<file path="src/common/ccdts_pkg.sv">
// Package for the CCD readout timing sequencer: timing figures, cycle counts, geometry, modes.
// Assumes a single 20 MHz system clock.
`default_nettype none
package ccdts_pkg;
	localparam int CLK_MHZ = 20;
	localparam int CLK_PERIOD_NS = 50;
	// Minimum intervals in their own units, as printed
	localparam int HORIZ_DELAY_NS = 200;
	localparam int VERT_STEP_NS = 200;
	localparam int PD_XFER_NS = 300;
	localparam int PEDESTAL_US = 15;
	localparam int VERT_DELAY_US = 5;
	localparam int FRAME_DELAY_US = 15;
	localparam int LINE_END_NS = 25;
	localparam int HORIZ_PERIOD_NS = 25;
	localparam int RESET_PULSE_PS = 2500; // Held in ps, the least width has a fraction of a ns
	localparam int SHUTTER_US = 1;
	localparam int SHUTTER_DELAY_US = 1;
	localparam int DUMP_DELAY_NS = 75;
	// Round a least time up to whole cycles, never below one
	function automatic int ns_to_cyc(input int ns);
		int c;
		c = (ns + CLK_PERIOD_NS - 1) / CLK_PERIOD_NS;
		return (c < 1) ? 1 : c;
	endfunction
	localparam int HD_CYC = ns_to_cyc(HORIZ_DELAY_NS);
	localparam int VS_CYC = ns_to_cyc(VERT_STEP_NS);
	localparam int PD_CYC = ns_to_cyc(PD_XFER_NS);
	localparam int PED_CYC = ns_to_cyc(PEDESTAL_US * 1000);
	localparam int VD_CYC = ns_to_cyc(VERT_DELAY_US * 1000);
	localparam int FD_CYC = ns_to_cyc(FRAME_DELAY_US * 1000);
	localparam int LE_CYC = ns_to_cyc(LINE_END_NS);
	localparam int HP_CYC = ns_to_cyc(HORIZ_PERIOD_NS);
	localparam int SH_CYC = ns_to_cyc(SHUTTER_US * 1000);
	localparam int SD_CYC = ns_to_cyc(SHUTTER_DELAY_US * 1000);
	localparam int DD_CYC = ns_to_cyc(DUMP_DELAY_NS);
	// Geometry
	localparam logic [9:0] SINGLE_LEN = 10'h2_C4;
	localparam logic [9:0] DUAL_LEN = 10'h1_68;
	localparam logic [9:0] CENTER_COL_LEN = 10'h0_A4;
	localparam logic [9:0] FULL_ROWS = 10'h1_E0;
	localparam logic [9:0] CENTER_ROWS = 10'h0_A4;
	localparam int CNT_W = 16;
	typedef enum logic [1:0] {CCDTS_FULL, CCDTS_CCOLS, CCDTS_CROWS, CCDTS_CBOTH} ccdts_window_t;
	typedef struct packed {
		logic          dual;
		ccdts_window_t window;
	} ccdts_mode_t;
	typedef struct packed {
		logic vert_phase_one;
		logic vert_phase_two;
		logic center_vert_phase_one;
		logic center_vert_phase_two;
		logic horiz_main_phase_a;
		logic horiz_main_phase_b;
		logic horiz_left_end_phase_a;
		logic horiz_left_end_phase_b;
		logic horiz_right_end_phase_a;
		logic horiz_right_end_phase_b;
		logic left_output_reset_gate;
		logic right_output_reset_gate;
		logic line_dump_gate;
		logic center_line_dump_gate;
		logic shutter_pulse_level;
	} ccdts_pins_t;
endpackage
`default_nettype wire

</file>
<file path="src/rtl/ccdts_sequencer.sv">
// Timing generator driving an interline CCD: frame transfer, line shift, line readout.
// Assumes the clock drivers translate logic levels; all pins are one-way outputs.
`default_nettype none
module ccdts_sequencer (
	// Clock and reset
	input  wire logic                 clk,
	input  wire logic                 rst,
	// Control
	input  wire logic                 frame_start,
	input  wire logic                 shutter_req,
	input  wire logic                 line_only_req,
	input  wire logic                 dump_req,
	input  wire ccdts_pkg::ccdts_mode_t mode_in,
	// Status
	output logic                      busy,
	output logic                      frame_done,
	output logic                      pixel_valid,
	output ccdts_pkg::ccdts_mode_t    mode_active,
	// Sensor pins
	output ccdts_pkg::ccdts_pins_t    pins
);
	typedef enum logic [3:0] {
		S_IDLE, S_SHUT_DLY, S_SHUT, S_FDELAY, S_PED, S_PDX, S_VDLY,
		S_VSTEP1, S_VSTEP2, S_LEND, S_HDLY, S_HCLK, S_DUMP
	} ccdts_state_t;

	ccdts_state_t                 state_reg, state_next;
	logic [ccdts_pkg::CNT_W-1:0]  tmr_reg, tmr_next;
	logic [9:0]                   pix_reg, pix_next;
	logic [9:0]                   row_reg, row_next;
	logic                         hph_reg, hph_next;
	logic                         frame_reg, frame_next;
	logic                         rgate_reg, rgate_next;
	ccdts_pkg::ccdts_mode_t       mode_reg, mode_next;
	ccdts_pkg::ccdts_pins_t       pins_reg, pins_next;
	logic                         done_reg, done_next;

	function automatic logic [ccdts_pkg::CNT_W-1:0] cyc(input int n);
		return ccdts_pkg::CNT_W'(n - 1);
	endfunction

	// Window decode kept in one place so rows and columns cannot disagree
	function automatic logic has_center_rows(input ccdts_pkg::ccdts_window_t w);
		return (w == ccdts_pkg::CCDTS_CROWS) || (w == ccdts_pkg::CCDTS_CBOTH);
	endfunction

	function automatic logic has_center_cols(input ccdts_pkg::ccdts_window_t w);
		return (w == ccdts_pkg::CCDTS_CCOLS) || (w == ccdts_pkg::CCDTS_CBOTH);
	endfunction

	function automatic logic [9:0] step10(input logic [9:0] v);
		return v + 10'h0_001;
	endfunction

	function automatic logic at_end(input logic [9:0] idx, input logic [9:0] total);
		return idx == (total - 10'h0_001);
	endfunction

	wire logic       tmr_zero   = (tmr_reg == '0);
	wire logic       center_row = has_center_rows(mode_reg.window);
	wire logic       center_col = has_center_cols(mode_reg.window);
	// Pixels per line: central window, else full register; dual shortens the full line to DUAL_LEN
	wire logic [9:0] line_len   = center_col ? ccdts_pkg::CENTER_COL_LEN :
	                              (mode_reg.dual ? ccdts_pkg::DUAL_LEN : ccdts_pkg::SINGLE_LEN);
	wire logic [9:0] row_total  = center_row ? ccdts_pkg::CENTER_ROWS : ccdts_pkg::FULL_ROWS;
	wire logic       last_pix   = at_end(pix_reg, line_len);
	wire logic       last_row   = at_end(row_reg, row_total);

	always_comb begin
		state_next = state_reg;
		tmr_next   = tmr_zero ? tmr_reg : tmr_reg - 1'b1;
		pix_next   = pix_reg;
		row_next   = row_reg;
		hph_next   = hph_reg;
		frame_next = frame_reg;
		rgate_next = 1'b0;
		mode_next  = mode_reg;
		done_next  = 1'b0;
		case (state_reg)
			S_IDLE: begin
				if (shutter_req) begin
					state_next = S_SHUT_DLY;
					tmr_next   = cyc(ccdts_pkg::SD_CYC);
				end else if (frame_start) begin
					mode_next  = mode_in;
					frame_next = 1'b1;
					row_next   = '0;
					state_next = S_FDELAY;
					tmr_next   = cyc(ccdts_pkg::FD_CYC);
				end else if (line_only_req) begin
					frame_next = 1'b0;
					pix_next   = '0;
					state_next = S_HDLY;
					tmr_next   = cyc(ccdts_pkg::HD_CYC);
				end else if (dump_req) begin
					state_next = S_DUMP;
					tmr_next   = cyc(ccdts_pkg::DD_CYC);
				end
			end
			S_SHUT_DLY: begin
				if (tmr_zero) begin
					state_next = S_SHUT;
					tmr_next   = cyc(ccdts_pkg::SH_CYC);
				end
			end
			S_SHUT: begin
				if (tmr_zero) begin
					state_next = S_IDLE;
				end
			end
			S_FDELAY: begin
				if (tmr_zero) begin
					state_next = S_PED;
					tmr_next   = cyc(ccdts_pkg::PED_CYC);
				end
			end
			S_PED: begin
				if (tmr_zero) begin
					state_next = S_PDX;
					tmr_next   = cyc(ccdts_pkg::PD_CYC);
				end
			end
			S_PDX: begin
				if (tmr_zero) begin
					state_next = S_VDLY;
					tmr_next   = cyc(ccdts_pkg::VD_CYC);
				end
			end
			S_VDLY: begin
				if (tmr_zero) begin
					state_next = S_VSTEP1;
					tmr_next   = cyc(ccdts_pkg::VS_CYC);
				end
			end
			S_VSTEP1: begin
				if (tmr_zero) begin
					state_next = S_VSTEP2;
					tmr_next   = cyc(ccdts_pkg::VS_CYC);
				end
			end
			S_VSTEP2: begin
				if (tmr_zero) begin
					state_next = S_LEND;
					tmr_next   = cyc(ccdts_pkg::LE_CYC);
				end
			end
			S_LEND: begin
				if (tmr_zero) begin
					pix_next   = '0;
					state_next = S_HDLY;
					tmr_next   = cyc(ccdts_pkg::HD_CYC);
				end
			end
			S_HDLY: begin
				if (tmr_zero) begin
					hph_next   = 1'b0;
					state_next = S_HCLK;
					tmr_next   = cyc(ccdts_pkg::HP_CYC);
				end
			end
			S_HCLK: begin
				if (tmr_zero) begin
					// One clock high, one low: each half a full cycle
					hph_next = ~hph_reg;
					tmr_next = cyc(ccdts_pkg::HP_CYC);
					if (hph_reg) begin
						rgate_next = 1'b1;
						pix_next   = step10(pix_reg);
						if (last_pix) begin
							if (frame_reg && !last_row) begin
								row_next   = step10(row_reg);
								state_next = S_VSTEP1;
								tmr_next   = cyc(ccdts_pkg::VS_CYC);
							end else begin
								done_next  = frame_reg;
								frame_next = 1'b0;
								state_next = S_IDLE;
							end
						end
					end
				end
			end
			S_DUMP: begin
				if (tmr_zero) begin
					state_next = S_IDLE;
				end
			end
			default: state_next = S_IDLE;
		endcase
	end

	// Vertical phases: step 1 raises both phases, step 2 lowers phase one; each
	// step overlaps its neighbour by a full step, well over half
	wire logic in_pdx    = (state_reg == S_PDX);
	wire logic in_step1  = (state_reg == S_VSTEP1);
	wire logic in_step2  = (state_reg == S_VSTEP2);
	wire logic in_hclk   = (state_reg == S_HCLK);
	wire logic in_dump   = (state_reg == S_DUMP);
	wire logic in_shut   = (state_reg == S_SHUT);
	wire logic v1        = in_pdx || in_step1;
	wire logic v2        = in_pdx || in_step1 || in_step2;
	wire logic h1        = in_hclk && !hph_reg;
	wire logic h2        = in_hclk && hph_reg;
	// In center-row windows the center rows take the transfer alone; outer rows stay off in the transfer
	wire logic pdx_outer = in_pdx && center_row;

	always_comb begin
		pins_next = '0;
		pins_next.vert_phase_one          = v1 && !pdx_outer;
		pins_next.vert_phase_two          = v2 && !pdx_outer;
		pins_next.center_vert_phase_one   = v1;
		pins_next.center_vert_phase_two   = v2;
		pins_next.horiz_main_phase_a      = h1;
		pins_next.horiz_main_phase_b      = h2;
		pins_next.horiz_left_end_phase_a  = h1;
		pins_next.horiz_left_end_phase_b  = h2;
		pins_next.horiz_right_end_phase_a = mode_reg.dual ? h1 : h2;
		pins_next.horiz_right_end_phase_b = mode_reg.dual ? h2 : h1;
		pins_next.left_output_reset_gate  = rgate_next;
		pins_next.right_output_reset_gate = rgate_next && mode_reg.dual;
		pins_next.line_dump_gate          = in_dump;
		pins_next.center_line_dump_gate   = in_dump;
		pins_next.shutter_pulse_level     = in_shut;
	end

	// Every interval counted in system cycles
	always_ff @(posedge clk or posedge rst) begin
		if (rst) begin
			state_reg <= S_IDLE;
			tmr_reg   <= '0;
		end else begin
			state_reg <= state_next;
			tmr_reg   <= tmr_next;
		end
	end

	// Line and row position, horizontal phase
	always_ff @(posedge clk or posedge rst) begin
		if (rst) begin
			pix_reg <= '0;
			row_reg <= '0;
			hph_reg <= 1'b0;
		end else begin
			pix_reg <= pix_next;
			row_reg <= row_next;
			hph_reg <= hph_next;
		end
	end

	// Mode moves only through the idle branch, so a frame keeps its geometry
	always_ff @(posedge clk or posedge rst) begin
		if (rst) begin
			frame_reg <= 1'b0;
			mode_reg  <= '0;
		end else begin
			frame_reg <= frame_next;
			mode_reg  <= mode_next;
		end
	end

	// Pins registered so that no decode glitch reaches the clock drivers
	always_ff @(posedge clk or posedge rst) begin
		if (rst) begin
			pins_reg  <= '0;
			rgate_reg <= 1'b0;
			done_reg  <= 1'b0;
		end else begin
			pins_reg  <= pins_next;
			rgate_reg <= rgate_next;
			done_reg  <= done_next;
		end
	end

	assign pins        = pins_reg;
	assign busy        = (state_reg != S_IDLE);
	assign frame_done  = done_reg;
	assign pixel_valid = rgate_reg;
	assign mode_active = mode_reg;
endmodule
`default_nettype wire

</file>
<file path="config.mk">
export PLATFORM = sky130hd
export DESIGN_NAME = ccdts_sequencer
export DESIGN_NICKNAME = d
export VERILOG_FILES = /design/src/common/ccdts_pkg.sv /design/src/rtl/ccdts_sequencer.sv
export SDC_FILE = /design/constraint.sdc
export NUM_CORES = 1
export LEC_CHECK = 0
export BUFFER_PORTS_ARGS = -buffer_cell sky130_fd_sc_hd__buf_2
export CORE_MARGIN = 2
export CORE_UTILIZATION = 45
export DETAILED_ROUTE_END_ITERATION = 10
export SYNTH_ARGS = -nofsm -noshare
export SYNTH_HDL_FRONTEND = slang
export SYNTH_SLANG_ARGS = --single-unit
export TNS_END_PERCENT = 50
</file>
<file path="constraint.sdc">
create_clock -name clk -period 2.6 [get_ports clk]
set_input_delay 0.39 -clock clk [delete_from_list [all_inputs] [get_ports clk]]
set_output_delay 0.39 -clock clk [all_outputs]
set_load 0.1 [all_outputs]
</file>
==> summary.txt, run 1 <==
Outcome
  • Outcome: finished, final reports clean

Drt
  • 1st-pass router iterations: 5
  • DRC viols: 0
  • Drt initial violations: between 200 and 250
  • Vias: about 3100
  • Wire per inst: around 15 um
  • Via density: between 5 and 6
  • Final wirelength: just over 8 mm
  • Final ANT Viol Nets: 0

Placement
  • Placer congestion estimate: 0.8789
  • Placement Cell Area: 0.003765 mm^2
  • Pre-CTS WS: approximately 0.2 ns
  • DP Wirelength: 5.764 mm
  • IO buf count: 29

Synthesis
  • Sequential area share after synthesis: 0.4232
  • YS warnings: 0
  • Post-Syn Area: 0.003430 mm^2
  • Net Count, Synth: between 400 and 500
  • EDFF count, synth: 0
  • Number of synthesized register bits: slightly below 60
  • Most used DFF post-synth: dfrtp_1
  • Syn_area_per_cell: 8.682 um^2
  • Async set-reset flop share out of synthesis: 1.000
  • Number of distinct library cells after synthesis: 59
  • Mapped Cells: about 400

Worst setup path
  • Critical Path Start Type: flop
  • FF-to-FF Start: tmr_reg[11]
  • Worst R2R Setup Slack: 0.20 ns
  • Critical path class: flop to flop
  • R2R cell count: 6
  • Crit path capture: row_reg[6]
  • Worst reg2reg endpoint: row_reg[6]
  • Critical Path End Type: flop
  • CP required: 2.87 ns
  • Setup crit start: tmr_reg[11]
  • Critical-path maximum fanout: 19
  • Worst EP arrival: 2.66 ns

Global route
  • Vias in the first global route: 2947
  • Total track usage: 0.2108
  • Initial antenna violation count: 0
  • Pin count of the biggest net entering global routing: 32
  • Remaining Overflow, GRT: 0
  • First-pass GRT wire length: about 14 mm

Layout
  • Layout cells sized above 1: 0.1849
  • Post-route cell area: about 0.004 mm^2
  • Nets: about 450
  • Register Area: 0.001454 mm^2
  • Max reg flops: 16
  • N_diodes: 0
  • Area grow syn2layout: 16.71%
  • Area of the multi-input gates: 0.001815 mm^2
  • FILL cells: 673

Power and ir drop
  • Clk pwr share: 0.197
  • Leakage: approximately 0.0018 uW
  • Internal Power: 2617 uW
  • Peak VDD IR: roughly 640 uV
  • Flop pwr share: 0.316
  • Pwr/cell area: approximately 1300 mW/mm^2
  • Psw: 2416 uW
  • Switching share of power: 0.4800
  • Comb pwr share: 0.487

STA
  • Worst-margin pin slew: 0.6844 ns
  • Final setup vio count: 0
  • Slew margin rel.: 0.5431
  • Final Hold Fails: 0
  • Final WS setup: 0.2035 ns
  • Min cycle time layout: 2.396 ns
  • Final slew viol count: 0
  • Worst hold slack: 0.1528 ns
  • Period utilisation layout: 0.9217
  • Setup TNS: 0 ns
  • Unrepaired setup endpoints after global routing: no
  • Clk_skew: ~0.011 ns
  • Fmax: 0.4173 GHz

Clock network
  • Post-CTS Hold Buffers: 0
  • Root cell of the clock tree: clkbuf_8
  • CTS Buffer Depth: 2
  • CTS tree: done
  • Post-cts sizing count: 0
  • Num CTS Buffers: 9
  • Clk pin slew, worst setup/hold paths: 0.07 ns
  • Latest clock arrival within the worst-skew pair: 0.34 ns
  • Postcts setup bufs: 0
  • Clock Sinks: 58
  • H-tree depth: 3

Floorplanning
  • Cell Rows: 31
  • I/O Pins: 30
  • Core Box Area: between 0.007 and 0.008 mm^2
  • Chip height: 91.30 um
  • DIE AREA: 0.008336 mm^2
  • DIE WIDTH: 91.30 um
  • Starting Density: 0.4678

Min path
  • Worst hold path type: input port to asynchronous set/reset pin

Run
  • Max Cap Viol: 0
==> layer usage <==
metal  share of wire  up-vias  track usage
met1            0.47     1461       0.2898
met4           0.019        0      0.08207
met5               0        -            0
li1                -     1505            -
met3           0.056       16      0.04564
met2            0.46      104       0.3253
==> cells in the final DEF (no fill, tap or decap), types with 4 or more instances in the layout <==
| cell | netlist | layout |
|---|---|---|
| dfrtp_1 | 58 | 56 |
| nand2_1 | 55 | 55 |
| o21ai_0 | 36 | 36 |
| nor2_1 | 31 | 31 |
| buf_2 | 1 | 29 |
| a21oi_1 | 22 | 22 |
| nand3_1 | 21 | 21 |
| buf_4 | 5 | 20 |
| clkbuf_8 | 0 | 12 |
| inv_1 | 13 | 11 |
| and3_1 | 11 | 11 |
| xor2_1 | 9 | 9 |
| o31ai_1 | 9 | 9 |
| or4_1 | 8 | 8 |
| nor3_1 | 8 | 8 |
| nand4_1 | 7 | 7 |
| xnor2_1 | 6 | 6 |
| ha_1 | 6 | 6 |
| nor4_1 | 5 | 5 |
| o211ai_1 | 4 | 4 |
| and2_1 | 4 | 4 |
| a21boi_0 | 4 | 4 |
==> kinds of logic (layout without fill, tap and decap cells) <==
kind of cell    after synthesis  in the layout  synth area share
simple gates                172            172            0.2583
flops                        58             58            0.4232
mux                           5              5           0.01532
xor+xnor                     15             15           0.03831
compound gates              101            101            0.1956
buf+inv                      38             81           0.04743
fa+ha+maj                     6              6           0.02189
==> cells in the mapped netlist (2+ instances only) <==
master    instances  share of area
a311o_1           2         0.0058
nor2b_1           3         0.0055
nor3_1            8          0.012
a21oi_1          22          0.032
inv_1            13          0.014
and3_1           11          0.020
xnor2_1           6          0.015
clkbuf_1         15          0.016
buf_4             5          0.011
xor2_1            9          0.023
buf_1             2         0.0022
nor4_2            2         0.0073
nand2b_1          3         0.0055
or4b_1            3         0.0088
and4_1            2         0.0051
and2_1            4         0.0073
a21o_1            2         0.0044
nor4b_1           2         0.0051
a31oi_1           3         0.0055
o21ai_0          36          0.053
nand3_1          21          0.031
mux2i_1           3         0.0088
mux2_2            2         0.0066
ha_1              6          0.022
a21boi_0          4         0.0088
nor4_1            5         0.0091
o31ai_1           9          0.020
o311ai_0          2         0.0051
nand2_1          55          0.060
or4_1             8          0.018
or3_1             3         0.0055
nor2_1           31          0.034
nand4_1           7          0.013
dfrtp_1          58           0.42
o211ai_1          4         0.0088
==> through the flow <==
step / utilization / cells / power [uW]
2_1_floorplan: - / 395 / 3485
3_3_place_gp: 0.5136 / 521 / 4022
3_5_place_dp: 0.5136 / 521 / 4038
4_1_cts: 0.5460 / 537 / 5049
5_1_grt: 0.5460 / 537 / 5391
6_report: 0.5460 / 537 / 5033
==> worst max-delay path, stage by stage (launching register included) <==
cell and delay (ns):
dfrtp_1 0.43, nor4_2 0.42, nand4_1 0.28, nor3_4 0.25, a31oi_4 0.23, or4_1 0.56, a21oi_1 0.16
==> cell type report <==
type                    count  share of cell area
multi-input cells         299              0.4536
flip-flops and latches     58              0.3632
repair buffers             50             0.07877
clock buffers              12             0.04126
well taps                  99             0.03095
clock inverters             4             0.01813
inverters                  15             0.01407
==> how the worst min path moves through the flow <==
stage,start,endpoint,cells past startpoint
after floorplan,pix_reg[0],pix_reg[0],1
after global placement,pix_reg[0],pix_reg[0],1
after detailed placement,pix_reg[0],pix_reg[0],1
after CTS,rst,pix_reg[4],2
after global routing,rst,tmr_reg[7],2
final,rst,pins[4],2
==> power groups by stage <==
stage | clock [uW] | combinational [uW] | sequential [uW]
2_1_floorplan | 0 | 1490 | 1990
5_1_grt | 1050 | 2690 | 1650
3_3_place_gp | 0 | 2440 | 1590
4_1_cts | 1010 | 2450 | 1590
3_5_place_dp | 0 | 2440 | 1600
6_report | 990 | 2450 | 1590
Note: power is estimated with default switching activity, not from simulation.
==> inputs of run 2 (changes only) <==
--- a/config.mk
+++ b/config.mk
@@ -7,8 +7,9 @@
 export LEC_CHECK = 0
 export BUFFER_PORTS_ARGS = -buffer_cell sky130_fd_sc_hd__buf_2
 export CORE_MARGIN = 2
-export CORE_UTILIZATION = 45
+export CORE_UTILIZATION = 40
 export DETAILED_ROUTE_END_ITERATION = 10
+export PLACE_DENSITY_LB_ADDON = 0.12
 export SYNTH_ARGS = -nofsm -noshare
 export SYNTH_HDL_FRONTEND = slang
 export SYNTH_SLANG_ARGS = --single-unit
==> summary.txt, run 2 (synthesized netlist as in run 1, its figures left out) <==
Worst setup path
  • Worst R2R Setup Slack: 0.19 ns (about the same)
  • Slowest CP cell: or4_1
  • Crit path capture: row_reg[8]
  • CP required: 2.85 ns (-0.02 ns)
  • FF-to-FF Start: mode_active[2]
  • Worst EP arrival: 2.66 ns (about the same)
  • Critical Path Start Type: flop
  • Critical Path End Type: flop
  • Setup crit start: mode_active[2]
  • CP cell instances: or4_1 > a221oi_4 > a31oi_4 > or4_1 > a21oi_1
  • Critical-path maximum fanout: 19 (unchanged)
  • Crit-path most repeated cell: or4_1
  • Worst reg2reg endpoint: row_reg[8]
  • Critical path class: flop to flop
  • CP max stage delay: 0.58 ns (+0.02 ns)
  • R2R cell count: 5 (-1)

Floorplanning
  • DIE WIDTH: 96.60 um (+5.8%)
  • Chip height: 96.60 um (+5.8%)
  • Core Box Area: 0.008258 mm^2 (+13%)
  • Cell Rows: 33 (+6.5%)
  • Starting Density: 0.4153 (-0.05252)
  • DIE AREA: 0.009331 mm^2 (+12%)
  • I/O Pins: 30 (unchanged)

Clock network
  • CTS Buffer Depth: 2 (unchanged)
  • Root cell of the clock tree: clkbuf_8
  • CTS tree: done
  • Post-CTS Hold Buffers: 0 (unchanged)
  • Clk pin slew, worst setup/hold paths: 0.07 ns (about the same)
  • Latest clock arrival within the worst-skew pair: 0.33 ns (about the same)
  • Num CTS Buffers: 9 (unchanged)
  • H-tree depth: 3 (unchanged)
  • Clock Sinks: 58 (unchanged)

STA
  • Clk_skew: 0.01479 ns (+0.004260 ns)
  • Slew margin rel.: 0.6392 (+0.09615)
  • Worst-margin pin slew: 0.5388 ns (-0.1456 ns)
  • Setup TNS: 0 ns (unchanged)
  • Worst hold slack: 0.07644 ns (-0.07636 ns)
  • Final setup vio count: 0 (unchanged)
  • Unrepaired setup endpoints after global routing: no
  • Fmax: 0.4151 GHz (-0.53%)
  • Final Hold Fails: 0 (unchanged)
  • Min cycle time layout: 2.409 ns (+0.01282 ns)
  • Period utilisation layout: 0.9266 (+0.004931)
  • Final slew viol count: 0 (unchanged)

Layout
  • Post-route cell area: 0.003960 mm^2 (-1.1%)
  • Most frequent cells in the layout: dfrtp_1, nand2_1, o21ai_0, nor2_1, buf_2
  • Commonest non-fill, non-tap cell in the layout: dfrtp_1
  • Area grow syn2layout: 15.47%
  • N_diodes: 0 (unchanged)
  • Nets: 447 (-0.22%)
  • Final Non-Filler Cells: 542 (+0.93%)
  • Max reg flops: 16 (unchanged)
  • Layout cells sized above 1: 0.1808 (-0.004153)
  • Post-layout util: 0.4795 (-0.06645)

Global route
  • Remaining Overflow, GRT: 0 (unchanged)
  • Initial antenna violation count: 0 (unchanged)
  • Total track usage: 0.1914 (-0.01944)
  • Vias in the first global route: 2801 (-5.0%)
  • Pin count of the biggest net entering global routing: 38 (+19%)
  • First-pass GRT wire length: 13.66 mm (-2.8%)

Placement
  • Placement Cell Area: 0.003765 mm^2 (unchanged)
  • DP Wirelength: 5.956 mm (+3.3%)
  • Placed cells: 526 (+0.96%)
  • IO buf count: 29 (unchanged)
  • Placer congestion estimate: 0.8455 (-3.8%)

Drt
  • Final wirelength: 8.266 mm (-0.37%)
  • DRC viols: 0 (unchanged)
  • Final ANT Viol Nets: 0 (unchanged)
  • Drt initial violations: 105 (-48%)
  • 1st-pass router iterations: 4 (-1)
  • Via density: 5.605 (-2.5%)
  • Vias: 3038 (-1.6%)
  • Wire per inst: 15.25 um (-1.3%)

Power and ir drop
  • Pwr/cell area: 1230 mW/mm^2 (-2.1%)
  • Leakage: 0.001799 uW (-1.1%)
  • Peak VDD IR: 513.2 uV (-20%)

Outcome
  • Outcome: finished, final reports clean

Min path
  • Worst hold path type: input port to asynchronous set/reset pin

Run
  • Max Cap Viol: 0 (unchanged)
[run 2: cell types whose count changed in the layout (fill, tap and decap cells not counted), sizes merged]
cell	before	now
buf	50	49
bufinv	2	1
clkbuf	12	11
clkinv	2	5
clkinvlp	1	0
[run 2: worst min-delay path by stage]
stage                     cells past startpoint        from  slack (ns)         end
after global routing                          2         rst        0.10  pix_reg[3]
after floorplan                               1  pix_reg[0]        0.47  pix_reg[0]
after global placement                        2         rst        0.45  pix_reg[3]
after CTS                                     2         rst        0.08  pix_reg[3]
final                                         2         rst        0.08  pix_reg[4]
after detailed placement                      2         rst        0.46  pix_reg[3]
[run 2: final cells by class]
| cell class | count | area (um^2) |
|---|---|---|
| Tap cell | 105 | 131.4 |
| Multi-Input combinational cell | 299 | 1815 |
| Inverter | 15 | 56.30 |
| Timing Repair Buffer | 49 | 307.8 |
| Fill cell | 821 | 4298 |
| Clock inverter | 5 | 53.80 |
| Clock buffer | 11 | 141.4 |
| Sequential cell | 58 | 1454 |
[run 2: repair_timing]
action                     4_1_cts  5_1_grt
hold endpoints to repair         0        0
gates resized for setup          0        1
buffers inserted                 0        0
setup endpoints to repair        0        1
[run 2: worst max-delay path, delay by kind of cell, from the launching register on]
| family | cells | cell delay (ns) |
|---|---|---|
| AOI/OAI and AO/OA | 3 | 0.75 |
| and+or+nand+nor | 2 | 1.14 |
| DFF | 1 | 0.45 |
[run 2: per-stage QoR]
step | total power (uW) | setup WS (ns)
global route | 5233 | 0.006275
floorplan | 3485 | 0.08869
CTS | 4914 | 0.1649
detailed placement | 4059 | 0.1853
finish | 4872 | 0.1907
global placement | 4028 | 0.2222
[run 2: routing by layer]
metal / GRT usage / vias to the layer above / part of all wire
met3: 0.04965 / 7 / 0.055
met4: 0.06690 / 0 / 0.011
met5: 0 / - / 0
met1: 0.2615 / 1440 / 0.48
li1: - / 1509 / -
met2: 0.2940 / 82 / 0.46
[run 2: power breakdown]
part	switching [uW]	total [uW]	internal, uW	leakage, uW
combinational	1690	2450	764	0.000959
sequential	355	1590	1240	0.000737
clock	364	830	466	0.000103
total	2410	4870	2470	0.00180
